[src/erbs_map.vh]
/*
  Constants for the emulation reset and bus select block.
  Assumes inclusion by bare name from the design files.
*/
`ifndef ERBS_MAP_VH
`define ERBS_MAP_VH
`define ERBS_IO_ADDR_W     11
`define ERBS_IO_ADDR_MAX   11'h7ff
`define ERBS_DREG_NUM      16
`define ERBS_DREG_IDX_W    4
`define ERBS_DATA_W        16
`define ERBS_BOOT_W        3
`define ERBS_BOOT_RST      3'h0
`define ERBS_BOOT_MODE_A   0
`define ERBS_BOOT_MODE_B   1
`define ERBS_BOOT_MODE_C   2
`define ERBS_ST_RUN        3'h1
`define ERBS_ST_IOWAIT     3'h2
`define ERBS_ST_GRANT      3'h4
`endif

[src/erbs_regfile.v]
/*
  Data register file of 16 words with one write and two read ports.
  Assumes a single clock and an asynchronous active-low reset.
*/
`timescale 1ns/100ps
`include "erbs_map.vh"
module erbs_regfile #(
  parameter DATA_W = `ERBS_DATA_W,
  parameter NUM    = `ERBS_DREG_NUM,
  parameter IDX_W  = `ERBS_DREG_IDX_W
)(
  input  wire              clk_sys,
  input  wire              rst_b,
  input  wire              wr_en,
  input  wire [IDX_W-1:0]  wr_idx,
  input  wire [DATA_W-1:0] wr_data,
  input  wire [IDX_W-1:0]  rd_idx,
  output wire [DATA_W-1:0] rd_data,
  input  wire [IDX_W-1:0]  peek_idx,
  output wire [DATA_W-1:0] peek_data
);
  wire [DATA_W*NUM-1:0] flat;
  genvar i;
  generate
    for (i = 0; i < NUM; i = i + 1)
    begin : g_reg
      localparam [IDX_W-1:0] SLOT = i;
      reg [DATA_W-1:0] dreg_ff;
      always @(posedge clk_sys or negedge rst_b)
      begin
        if (!rst_b)
          dreg_ff <= {DATA_W{1'b0}};
        else if (wr_en && wr_idx == SLOT)
          dreg_ff <= wr_data;
      end
      assign flat[i*DATA_W +: DATA_W] = dreg_ff;
    end
  endgenerate
  assign rd_data   = flat[rd_idx*DATA_W +: DATA_W];
  assign peek_data = flat[peek_idx*DATA_W +: DATA_W];
endmodule

[src/erbs_top.v]
/*
  Emulation reset and bus select logic with the I/O space move unit.
  Assumes all pins synchronous to clk_sys; rst_b is the power-on reset.
  Pin resets are sampled and act as synchronous chip resets here.
*/
// Behaviour
// - I/O moves take address 0 to 2047 and any of 16 data registers
// - I/O write sends register to location; read loads location into it
// - Boot pins sampled on rising edge of target reset, then held
// - Emulator reset is full chip reset and relatches boot pins, except during single-step or halt in emulator space
// - Emulator enable selects emulator reset and grant pins and adds emulator request to target request
// - Emulator enable three-states target bus grant output
// - Single-step ignores target reset and target bus request
// - Halt in emulator space ignores target reset and bus request
// - Emulation pins have no effect outside emulation
// - Idle bus and request: next cycle float bus, grant, halt
`timescale 1ns/100ps
`include "erbs_map.vh"
module erbs_top #(
  parameter ADDR_W = `ERBS_IO_ADDR_W,
  parameter DATA_W = `ERBS_DATA_W,
  parameter IDX_W  = `ERBS_DREG_IDX_W,
  parameter BOOT_W = `ERBS_BOOT_W
)(
  input  wire              clk_sys,
  input  wire              rst_b,
  input  wire              target_reset_n,
  input  wire              target_bus_request_n,
  input  wire              emulator_enable,
  input  wire              emu_reset_n,
  input  wire              emu_bus_request_n,
  input  wire              emu_single_step,
  input  wire              emu_space_halt,
  input  wire [BOOT_W-1:0] boot_pins,
  input  wire              io_req,
  input  wire              io_write,
  input  wire [ADDR_W-1:0] io_addr,
  input  wire [IDX_W-1:0]  io_dreg,
  input  wire [DATA_W-1:0] io_rdata,
  input  wire              io_ack,
  input  wire              dreg_wr,
  input  wire [IDX_W-1:0]  dreg_wr_idx,
  input  wire [DATA_W-1:0] dreg_wr_data,
  input  wire [IDX_W-1:0]  dreg_peek_idx,
  output reg  [DATA_W-1:0] dreg_peek_ff,
  output reg               io_strobe_ff,
  output reg               io_we_ff,
  output reg  [ADDR_W-1:0] io_addr_out_ff,
  output reg  [DATA_W-1:0] io_wdata_ff,
  output reg               io_busy_ff,
  output reg               bus_float_ff,
  output reg               core_halt_ff,
  output reg               target_bus_grant_n_ff,
  output reg               target_bus_grant_oe_ff,
  output reg               emu_bus_grant_n_ff,
  output reg  [BOOT_W-1:0] boot_cfg_ff,
  output reg               chip_reset_ff
);
  reg  [2:0]        state_ff;
  reg  [2:0]        nxt_state;
  reg               trst_d_ff;
  reg               erst_d_ff;
  reg  [IDX_W-1:0]  dreg_idx_ff;
  wire [DATA_W-1:0] rf_rd_data;
  wire [DATA_W-1:0] rf_peek_data;
  wire              ignore_target;
  wire              eff_reset_n;
  wire              eff_breq;
  wire              chip_reset;
  wire              load_en;
  wire              grant_next;
  wire              io_start;

  // Emulator pins only matter while enabled
  assign ignore_target = emulator_enable &
                         (emu_single_step | emu_space_halt);
  assign eff_reset_n = emulator_enable ? emu_reset_n
                       : target_reset_n;
  assign eff_breq = emulator_enable
                    ? (~emu_bus_request_n |
                       (~ignore_target & ~target_bus_request_n))
                    : ~target_bus_request_n;
  // Same reset path for either source
  assign chip_reset = (emulator_enable ? ~emu_reset_n
                       : ~target_reset_n) & ~ignore_target;
  assign load_en = (state_ff == `ERBS_ST_IOWAIT) & io_ack & ~io_we_ff;
  assign grant_next = (nxt_state == `ERBS_ST_GRANT);
  // Request wins over a new access in the same cycle
  assign io_start = (state_ff == `ERBS_ST_RUN) & ~eff_breq & io_req;

  erbs_regfile #(
    .DATA_W (DATA_W),
    .NUM    (`ERBS_DREG_NUM),
    .IDX_W  (IDX_W)
  ) u_regfile (
    .clk_sys   (clk_sys),
    .rst_b     (rst_b),
    .wr_en     (load_en | dreg_wr),
    .wr_idx    (load_en ? dreg_idx_ff : dreg_wr_idx),
    .wr_data   (load_en ? io_rdata : dreg_wr_data),
    .rd_idx    (io_dreg),
    .rd_data   (rf_rd_data),
    .peek_idx  (dreg_peek_idx),
    .peek_data (rf_peek_data)
  );

  // Boot strap capture on release edge of the selected reset
  always @(posedge clk_sys or negedge rst_b)
  begin
    if (!rst_b)
    begin
      trst_d_ff   <= 1'b1;
      erst_d_ff   <= 1'b1;
      boot_cfg_ff <= `ERBS_BOOT_RST;
    end
    else
    begin
      trst_d_ff <= target_reset_n;
      erst_d_ff <= emu_reset_n;
      if (emulator_enable && !ignore_target && emu_reset_n && !erst_d_ff)
        boot_cfg_ff <= boot_pins;
      else if (!emulator_enable && target_reset_n && !trst_d_ff)
        boot_cfg_ff <= boot_pins;
    end
  end

  always @*
  begin
    nxt_state = state_ff;
    case (state_ff)
      `ERBS_ST_RUN:
      begin
        if (eff_breq)
          nxt_state = `ERBS_ST_GRANT;
        else if (io_req)
          nxt_state = `ERBS_ST_IOWAIT;
      end
      `ERBS_ST_IOWAIT:
      begin
        // Grant waits until the access completes
        if (io_ack)
          nxt_state = eff_breq ? `ERBS_ST_GRANT : `ERBS_ST_RUN;
      end
      `ERBS_ST_GRANT:
      begin
        if (!eff_breq)
          nxt_state = `ERBS_ST_RUN;
      end
      default:
        nxt_state = `ERBS_ST_RUN;
    endcase
  end

  always @(posedge clk_sys or negedge rst_b)
  begin
    if (!rst_b)
    begin
      state_ff      <= `ERBS_ST_RUN;
      chip_reset_ff <= 1'b0;
      dreg_peek_ff  <= {DATA_W{1'b0}};
    end
    else
    begin
      state_ff      <= nxt_state;
      chip_reset_ff <= chip_reset;
      dreg_peek_ff  <= rf_peek_data;
    end
  end

  // I/O move registers
  always @(posedge clk_sys or negedge rst_b)
  begin
    if (!rst_b)
    begin
      io_strobe_ff   <= 1'b0;
      io_we_ff       <= 1'b0;
      io_addr_out_ff <= {ADDR_W{1'b0}};
      io_wdata_ff    <= {DATA_W{1'b0}};
      io_busy_ff     <= 1'b0;
      dreg_idx_ff    <= {IDX_W{1'b0}};
    end
    else
    begin
      if (io_start)
      begin
        io_strobe_ff   <= 1'b1;
        io_we_ff       <= io_write;
        io_addr_out_ff <= io_addr;
        io_wdata_ff    <= rf_rd_data;
        dreg_idx_ff    <= io_dreg;
        io_busy_ff     <= 1'b1;
      end
      else if (state_ff == `ERBS_ST_IOWAIT && io_ack)
      begin
        io_strobe_ff <= 1'b0;
        io_busy_ff   <= 1'b0;
      end
    end
  end

  // Grant pins; bus request keeps working during pin resets
  always @(posedge clk_sys or negedge rst_b)
  begin
    if (!rst_b)
    begin
      bus_float_ff           <= 1'b0;
      core_halt_ff           <= 1'b0;
      target_bus_grant_n_ff  <= 1'b1;
      target_bus_grant_oe_ff <= 1'b1;
      emu_bus_grant_n_ff     <= 1'b1;
    end
    else
    begin
      bus_float_ff           <= grant_next;
      core_halt_ff           <= grant_next;
      target_bus_grant_n_ff  <= ~(grant_next & ~emulator_enable);
      target_bus_grant_oe_ff <= ~emulator_enable;
      emu_bus_grant_n_ff     <= ~(grant_next & emulator_enable);
    end
  end
endmodule

[config.mk]
export PLATFORM = sky130hd
export DESIGN_NAME = erbs_top
export DESIGN_NICKNAME = d
export VERILOG_FILES = /design/src/erbs_regfile.v /design/src/erbs_top.v
export VERILOG_INCLUDE_DIRS = /design/src /design/src/src
export SDC_FILE = /design/constraint.sdc
export NUM_CORES = 1
export LEC_CHECK = 0
export ABC_AREA = 1
export BUFFER_PORTS_ARGS = -buffer_cell sky130_fd_sc_hd__clkbuf_2
export CAP_MARGIN = 20
export CORE_MARGIN = 4
export CORE_UTILIZATION = 56
export DETAILED_ROUTE_END_ITERATION = 8
export PLACE_DENSITY = 0.75
export SLEW_MARGIN = 20
export SYNTH_ARGS = -nofsm -noshare
export SYNTH_HDL_FRONTEND = slang
export SYNTH_SLANG_ARGS = --single-unit
[constraint.sdc]
create_clock -name clk_sys -period 2.1 [get_ports clk_sys]
set_input_delay 0.63 -clock clk_sys [delete_from_list [all_inputs] [get_ports clk_sys]]
set_output_delay 0.63 -clock clk_sys [all_outputs]
set_load 0.01 [all_outputs]
==> results of run 1 <==
## placed cells by master (no fill, tap or decap), drive strengths merged, types with 3 or more instances in the layout
| cell type | n |
|---|---|
| inv | 29 |
| clkbuf | 169 |
| bufinv | 6 |
| dfrtp | 312 |
| buf | 138 |
| o211ai | 64 |
| nand2 | 1021 |
| clkinv | 6 |
| nor2 | 206 |
| o21ai | 161 |
| nand4 | 3 |
| dfstp | 6 |
| nand3 | 474 |
## worst min path at each step
stage          cells after the start                            end  slack (ns)                           from
4_1_cts                            1            erst_d_ff$_DFF_PN1_        0.20                    emu_reset_n
5_1_grt                            1            trst_d_ff$_DFF_PN1_        0.21                 target_reset_n
3_3_place_gp                       2  io_addr_out_ff[1]$_DFFE_PN0P_        0.46  io_addr_out_ff[1]$_DFFE_PN0P_
3_5_place_dp                       2     io_wdata_ff[0]$_DFFE_PN0P_        0.46     io_wdata_ff[0]$_DFFE_PN0P_
6_report                           1            erst_d_ff$_DFF_PN1_        0.22                    emu_reset_n
2_1_floorplan                      0     boot_cfg_ff[0]$_DFFE_PN0P_        0.33                          rst_b
## cell type report
type | count | area, µm² | area share [%]
multi-input cells | 1934 | 8590 | 41.1
flip-flops and latches | 318 | 7970 | 38.1
repair buffers | 260 | 2500 | 11.9
clock buffers | 48 | 1020 | 4.87
well taps | 402 | 503 | 2.41
clock inverters | 13 | 218 | 1.04
inverters | 29 | 114 | 0.545
## routing by layer
layer | track usage, % | share of wire [%]
met2 | 53.2 | 44
met1 | 46.5 | 36
met3 | 10.1 | 14
met5 | 0 | 0
met4 | 18.6 | 6.0
## registers in the layout, indices dropped and copies added (netlist names)
register	count
io_busy_ff	1
chip_reset_ff	1
dreg_idx_ff	4
io_we_ff	1
io_wdata_ff	16
core_halt_ff	1
emu_bus_grant_n_ff	1
target_bus_grant_n_ff	1
state_ff	3
u_regfile.g.dreg_ff	256
boot_cfg_ff	3
io_addr_out_ff	11
erst_d_ff	1
target_bus_grant_oe_ff	1
dreg_peek_ff	16
trst_d_ff	1
## report_power, final
group          leakage (nW)  switching (mW)  internal (mW)
logic                  6.07            3.83           2.38
registers              4.01            1.70           8.31
clock network         0.607            2.55           4.13
total                  10.7            8.09           14.8
## worst register-to-register path, stage by stage, from the launching register on
cell,delay [ns]
dfstp_2,0.56
nor2_4,0.05
nand4_4,0.07
buf_12,0.16
inv_2,0.05
nand2_1,0.06
nand2_2,0.09
buf_12,0.14
nor2_8,0.20
nand2_1,0.10
buf_4,0.22
nand2_1,0.08
nand2_1,0.05
## cells in the mapped netlist
cell,instances
o21ai_2,3
nand3_1,462
o21ai_4,1
nor2_8,3
buf_8,1
or3_1,1
nand3_2,10
o22ai_1,1
dfrtp_1,312
buf_4,34
nand2_2,17
nor2_4,6
dfstp_2,6
inv_1,27
a21oi_1,1
nand4_4,1
o211ai_1,64
o2111ai_1,1
nand2_4,1
nand4_1,2
nand3_4,2
nand2_1,1003
clkbuf_1,89
buf_6,29
inv_2,2
buf_1,17
buf_2,33
o21ai_0,157
nor2_1,197
and3_1,1
## stage by stage
stage | std cells | cell area (µm²) | total power [mW] | setup WS (ns)
after global placement | 2938 | 19600 | 15.8 | -0.0587
after global routing | 3004 | 20900 | 24.2 | 0.0204
after floorplan | 2484 | 17800 | 13.7 | 0.305
after detailed placement | 2938 | 19600 | 16.0 | -0.119
after CTS | 3000 | 20800 | 22.8 | 0.0707
final | 3004 | 20900 | 22.9 | 0.158
## cells by family (layout without fill, tap and decap cells)
| group | after synthesis | count (layout) | synth area share, % |
|---|---|---|---|
| simple gates | 1706 | 1706 | 40.7 |
| compound gates | 228 | 228 | 7.46 |
| flops | 318 | 318 | 44.7 |
| buf+inv | 232 | 350 | 7.13 |
## what timing repair did
action,in CTS,in global routing
endpoints found under the setup margin,0,9
endpoints found under the hold margin,12,0
gates resized for setup,0,0
hold buffers,1,0
setup buffers,0,4
==> impl.org, run 1 <==
** Status
- Result of the run :: completed

** Timing
- Final hold violations :: 0
- The tightest hold path in the finished design has a slack of 0.223 ns.
- For the pin with the worst max-slew slack, the measured transition is roughly 0.43 ns.
- Max transition margin :: a little under three quarters
- Final count of negative-setup-slack endpoints :: 0
- The worst path uses 92.5% of the clock period.
- For the finished layout, the period the worst path requires is 1.94 ns.
- Setup repair after global routing left no endpoint under its margin.
- Across the routed clock network, the largest skew measured is approximately 0.011 ns.
- Max Fclk :: between 0.5 and 0.6 GHz
- Total Negative Setup Slacks :: 0 ns
- Number of max-slew violations in the final report :: 0

** Critical path
- Critical Path Sink :: u_regfile.g_reg[0].dreg_ff[7]$_DFFE_PN0P_
- Critical Path RT :: 2.50 ns
- Cell with the most instances on the worst path :: nand2_1
- Along the worst path, the maximum fanout reaches 15.
- Traced cell by cell, the critical path runs through nor2_4 > nand4_4 > buf_12 > inv_2 > nand2_1 > nand2_2 > buf_12 > nor2_8 > nand2_1 > buf_4 > nand2_1 > nand2_1.
- Data arrives at the worst endpoint at 2.35 ns.
- Critical R2R Capture :: u_regfile.g_reg[0].dreg_ff[7]$_DFFE_PN0P_
- Critical Path Sink Type :: register
- Setup crit start :: state_ff[0]$_DFF_PN1_
- Reg-to-reg slack, setup :: about 0.16 ns
- In this run the number of cells on the critical path is 12.
- Critical Setup Path Class :: reg2reg
- Crit path max-delay family :: simple AND/OR/NAND/NOR gates
- The worst register-to-register path has a depth of 12.
- The startpoint identified for the worst register-to-register timing path is state_ff[0]$_DFF_PN1_.
- STA classifies the critical path startpoint as a register.
- Number of buffer and inverter instances along the worst setup path :: 4
- Worst-path cell with the longest stage delay :: dfstp_2
- CP max stage delay :: approximately 0.56 ns

** Die
- Starting utilization of the core area :: 56.6%
- Number of placement rows :: 65
- The die is ~190 µm wide.
- 126 I/O pins were placed.
- After floorplanning, the core was sized to cover 31500 µm².
- The die covers 34700 µm².
- The floorplan step set the die height to ~190 µm.

** Clock network
- CTS H-Tree Depth :: 2
- Clock root buffer :: clkbuf_16
- Count of clock tree sinks :: 318
- TritonCTS built the clock tree.
- Clock latency on the worst-skew pair :: 0.52 ns
- Clk slew on worst S/H paths :: 0.06 ns
- Clock tree synthesis inserted a total of 36 buffers.
- The clock passes through at most 3 buffers.

** Hold path
- Worst min-delay path class :: in2reg

** Synth
- Number of flip-flops and latches in the synthesized netlist :: 318
- Synthesis produced a netlist with a net count of 2555.
- Count of different cell masters after synthesis :: 30
- Summing every instance area after synthesis gives 17800 µm².
- Number of standard cells after synthesis :: 2484
- Summed over all instances, the cell type with the most area after synthesis is dfrtp_1.
- Area contributors post-synth :: dfrtp_1 44%, nand2_1 21%, nand3_1 13%
- Yosys printed 0 warnings.
- After synthesis, the largest area contributor takes up ~44% of total cell area.
- Sequential fraction of the synthesis area :: 44.7%
- A synthesized cell averages ~7.2 µm².

** GRT
- The initial antenna violation count was 0.
- The first global-routing pass estimated 99.0 mm of wire.
- In the global route stage, overall resource usage came out at 35.3%.
- For this run the aggregate overflow at the end of global routing stands at 0.
- Via count of the first global-routing pass :: 17862
- Entering global routing, the biggest net connects between 70 and 80 pins.

** Power
- Max rail drop VDD :: 0.000577 V
- For this design the static power due to leakage is 10.7 nW.
- Power density relative to cell area :: 1100 nW/µm²

** Final layout
- Final net count :: 2650
- Measured on the finished design, the core utilization comes to around two thirds.
- 0 antenna diodes ended up in the layout.
- Share of layout cells above drive strength 1 :: 14.2%
- Counting the fill cells in the layout gives between 2000 and 3000.
- Relative to the synthesized area, the layout overhead comes to 17.4%.

** Route
- Detailed-router iteration count before antenna repair :: 6
- The detailed router placed about 19000 vias in this run.
- Detailed-route DRC error count :: 0
- After detailed routing, the average wire length per cell comes to 21.0 µm.
- For this block, the routed nets add up to 63.0 mm of wire.
- Once detail routing completed, the nets flagged for antenna violations numbered 0.
- In this run, the number of DRC markers left after iteration 0 of detailed routing was about 3000.
- Detailed-route vias per instance :: 6.23

** Job
- Max-cap violations in this run came to 0.

** Placed design
- Half-perimeter wire length after detailed placement :: about 40 mm
- Buffers added on ports :: 125
- At the end of routability-driven placement, the weighted congestion stood at approximately 0.90.
Power figures use the tool's default switching activity.
==> run 2: changes to the inputs <==
--- a/config.mk
+++ b/config.mk
@@ -10,9 +10,10 @@
 export BUFFER_PORTS_ARGS = -buffer_cell sky130_fd_sc_hd__clkbuf_2
 export CAP_MARGIN = 20
 export CORE_MARGIN = 4
-export CORE_UTILIZATION = 56
+export CORE_UTILIZATION = 48
 export DETAILED_ROUTE_END_ITERATION = 8
-export PLACE_DENSITY = 0.75
+export PLACE_DENSITY = 0.66
+export SKIP_CTS_REPAIR_TIMING = 1
 export SLEW_MARGIN = 20
 export SYNTH_ARGS = -nofsm -noshare
 export SYNTH_HDL_FRONTEND = slang
==> run 2 against run 1 <==
Sequential cell count unchanged. Combinational power increased by 1%. Clock skew increased by 0.013 ns. Highest routed layer unchanged. Largest cell class unchanged. Setup slack got worse by 0.0056 ns. Largest power group unchanged.
==> impl.org, run 2 (same netlist as run 1, synthesis figures left out) <==
** Status
- Result of the run :: completed

** Placed design
- Final weighted congestion of routability-driven global placement :: 0.931 (+3.2%)
- The post-DP HPWL was 42.0 mm (+6.8%).
- Buffers added on ports :: 125 (unchanged)

** Final layout
- The number of diodes is 0 (unchanged).
- The layout cell share with drive strength beyond 1 was 14.9% (+0.71 points).
- Max FFs per register :: 256 (unchanged)
- The final-stage net count came to 2668 (+0.68%).
- Highest-count cells in the layout ignoring fill and taps :: 1003 x nand2_1, 462 x nand3_1, 312 x dfrtp_1
- From synthesis to final layout, the design area changed by 19.5%.
- The number of fill cells in the layout is 3315 (+27%).
- Register name with the most flops :: u_regfile.g.dreg_ff
- In the final layout, the registers with the most flip-flops are u_regfile.g.dreg_ff x256, dreg_peek_ff x16, io_wdata_ff x16.
- Leading cell type in the layout, fill and taps excluded :: nand2_1
- The utilization after layout came to 58.1% (-8.3 points).

** Clock network
- The clock sink count came to 318 (unchanged).
- CTS H-Tree Depth :: 2 (unchanged)
- TritonCTS built the clock tree.
- Clock root buffer :: clkbuf_16
- The buffer depth of the longest clock path is 3 (unchanged).
- The clock transition at the registers of the reported paths was 0.06 ns (about the same).
- Number of CTS-inserted buffers :: 37 (+2.8%)
- The clock insertion delay at the later pin of the skew report came to 0.54 ns (+0.02 ns).

** Power
- Combinational fraction of design power :: 27.1% (about the same)
- The power per cell area came to 1090 nW/µm² (-0.82%).
- Sequential fraction of design power :: 43.3% (-0.4 points)
- The internal cell power was 14.9 mW (+0.63%).
- Power after layout :: 23.1 mW (+0.93%)
- The part of the total power dissipated in the clock network came to 29.6% (+0.4 points).
- Switching portion of total power :: 35.5% (+0.19 points)
- The static power due to leakage is 10.8 nW (+1.5%).
- The worst IR drop on VDD was 0.000461 V (-20%).
- The switching power summed over all nets is 8.21 mW (+1.5%).

** Route
- The remaining design rule violation count was 0 (unchanged).
- The per-cell routed wire length came to 21.2 µm (+0.90%).
- Detailed router's first-iteration violation count :: 2504 (-17%)
- The routed via count divided by cell count came to 5.95 (-4.5%).
- Via total after detailed routing :: 18390 (-1.7%)
- The post-detailed-routing wire length is 65.5 mm (+3.9%).
- The number of iterations in the first detailed-routing pass was 8 (+2).
- Number of nets with antenna violations after detailed routing :: 0 (unchanged)

** Critical path
- Cell with the most instances on the worst path :: nand2_1
- STA classifies the critical path startpoint as a register.
- Register-to-Register Path Depth :: 12 (unchanged)
- Origin of the critical flop-to-flop path :: state_ff[0]$_DFF_PN1_
- The data arrival time of the worst path is 2.36 ns (about the same).
- Critical Path Sink Type :: register
- The endpoint identified for the worst register-to-register timing path is u_regfile.g_reg[10].dreg_ff[11]$_DFFE_PN0P_.
- The signal on the critical path passes through nor2_4 > nand4_4 > buf_12 > inv_2 > nand2_1 > nand2_1 > nor2_4 > buf_12 > nand2_1 > buf_4 > nand2_1 > nand2_1.
- For this design, the slowest cell found on the critical path is dfstp_2.
- Critical Path RT :: 2.51 ns (about the same)
- CP max stage delay :: 0.56 ns (about the same)
- The biggest fanout along the worst timing path was 15 (unchanged).
- Reg-to-reg slack, setup :: 0.15 ns (about the same)
- Critical Setup Path Class :: reg2reg

** Timing
- The number of failing setup endpoints in the final timing report is 0 (unchanged).
- Tmin final :: 1.95 ns (+0.00561 ns)
- The fmax came to 0.513 GHz (-0.29%).
- Max transition margin :: 52.9% (-18 points)
- The transition time at the pin with the least slew margin was 0.706 ns (+0.276 ns).
- Setup repair after global routing missed its margin :: no
- Number of max-slew violations in the final report :: 0 (unchanged)
- Setup clock skew after layout :: 0.0241 ns (+0.0134 ns)
- The number of hold-slack violations in the final timing report was 0 (unchanged).
- Post-route fraction of the period consumed by the critical path :: 92.8% (+0.27 points)

** Die
- Starting utilization of the core area :: 48.6% (-7.9 points)
- The row count was 70 (+7.7%).
- Die height :: 201 µm (+7.7%)
- The die outline area was 40200 µm² (+16%).
- Die X-Extent :: 201 µm (+7.7%)
- Core box area :: 36600 µm² (+16%)
- The number of top-level pins is 126 (unchanged).

** GRT
- Total congestion overflow :: 0 (unchanged)
- The maximum number of pins on one net before global-route repair was 53 (-31%).
- Number of antenna violations at the first check in global routing :: 0 (unchanged)
- Overall fraction of global-route tracks in use :: 31.6% (-3.6 points)
- The number of global-route vias before repair is 17516 (-1.9%).
- The global-route wire length before repair came to 102 mm (+3.0%).

** Job
- The count of max-cap constraint violations was 0 (unchanged).

** Hold path
- The min-delay analysis places its worst path in the category in2async.
run 2: changes by cell type in the layout (fill, tap and decap cells not counted):
cell / delta
buf_4: +8
dlygate4sd3_1: -1
clkbuf_1: +2
clkbuf_8: +3
bufinv_16: -2
buf_12: +9
inv_6: +1
clkbuf_16: +2
buf_6: +1
clkinv_2: +1
clkinvlp_4: -1
run 2: how the worst max path moves through the flow:
stage	startpoint	end	slack [ns]	cells past startpoint
after floorplan	dreg_peek_idx[0]	dreg_peek_ff[0]$_DFF_PN0_	0.30	8
after global placement	io_ack	u_regfile.g_reg[7].dreg_ff[10]$_DFFE_PN0P_	-0.01	9
after detailed placement	io_ack	u_regfile.g_reg[10].dreg_ff[9]$_DFFE_PN0P_	0.001	10
after CTS	io_we_ff$_DFFE_PN0P_	u_regfile.g_reg[4].dreg_ff[12]$_DFFE_PN0P_	0.16	9
after global routing	state_ff[0]$_DFF_PN1_	u_regfile.g_reg[11].dreg_ff[13]$_DFFE_PN0P_	0.02	10
final	state_ff[0]$_DFF_PN1_	u_regfile.g_reg[10].dreg_ff[11]$_DFFE_PN0P_	0.15	12
run 2: routing by layer:
metal  global-route usage [%]  share of wire (%)  vias up
li1                         -                  -     8311
met2                     49.0                 45     1162
met3                     6.04                 11      228
met1                     42.9                 40     8689
met4                     15.7                5.2        0
met5                        0                  0        -
run 2: worst max-delay path, delay by kind of cell, from the launching register on:
family | cells | cell delay [ns]
simple gates | 8 | 0.69
flops | 1 | 0.56
buf+inv | 4 | 0.56
run 2: layout make-up:
type / instances / area [µm²] / share of cell area (%)
clock inverters: 12 / 164 / 0.770
clock buffers: 55 / 1120 / 5.25
inverters: 29 / 114 / 0.535
flip-flops and latches: 318 / 7970 / 37.4
repair buffers: 277 / 2740 / 12.9
well taps: 468 / 586 / 2.75
multi-input cells: 1934 / 8590 / 40.4
run 2: metrics by stage:
step	instance area (µm²)	setup slack, ns	hold slack (ns)	setup TNS (ns)	instances
floorplan	17800	0.305	0.334	0	2484
global placement	20000	-0.0141	0.460	-0.0289	3026
detailed placement	20000	0.00103	0.466	0	3026
CTS	21300	0.160	0.0215	0	3093
global route	21300	0.0241	0.0275	0	3093
finish	21300	0.152	0.0203	0	3093
run 2: power by group through the flow:
| stage | Combinational, mW | Sequential (mW) | Clock, mW |
|---|---|---|---|
| floorplan | 3.95 | 9.74 | 0 |
| global placement | 6.01 | 9.94 | 0 |
| detailed placement | 6.22 | 10.0 | 0 |
| CTS | 6.24 | 9.93 | 6.88 |
| global route | 7.06 | 10.2 | 7.17 |
| finish | 6.27 | 10.0 | 6.83 |
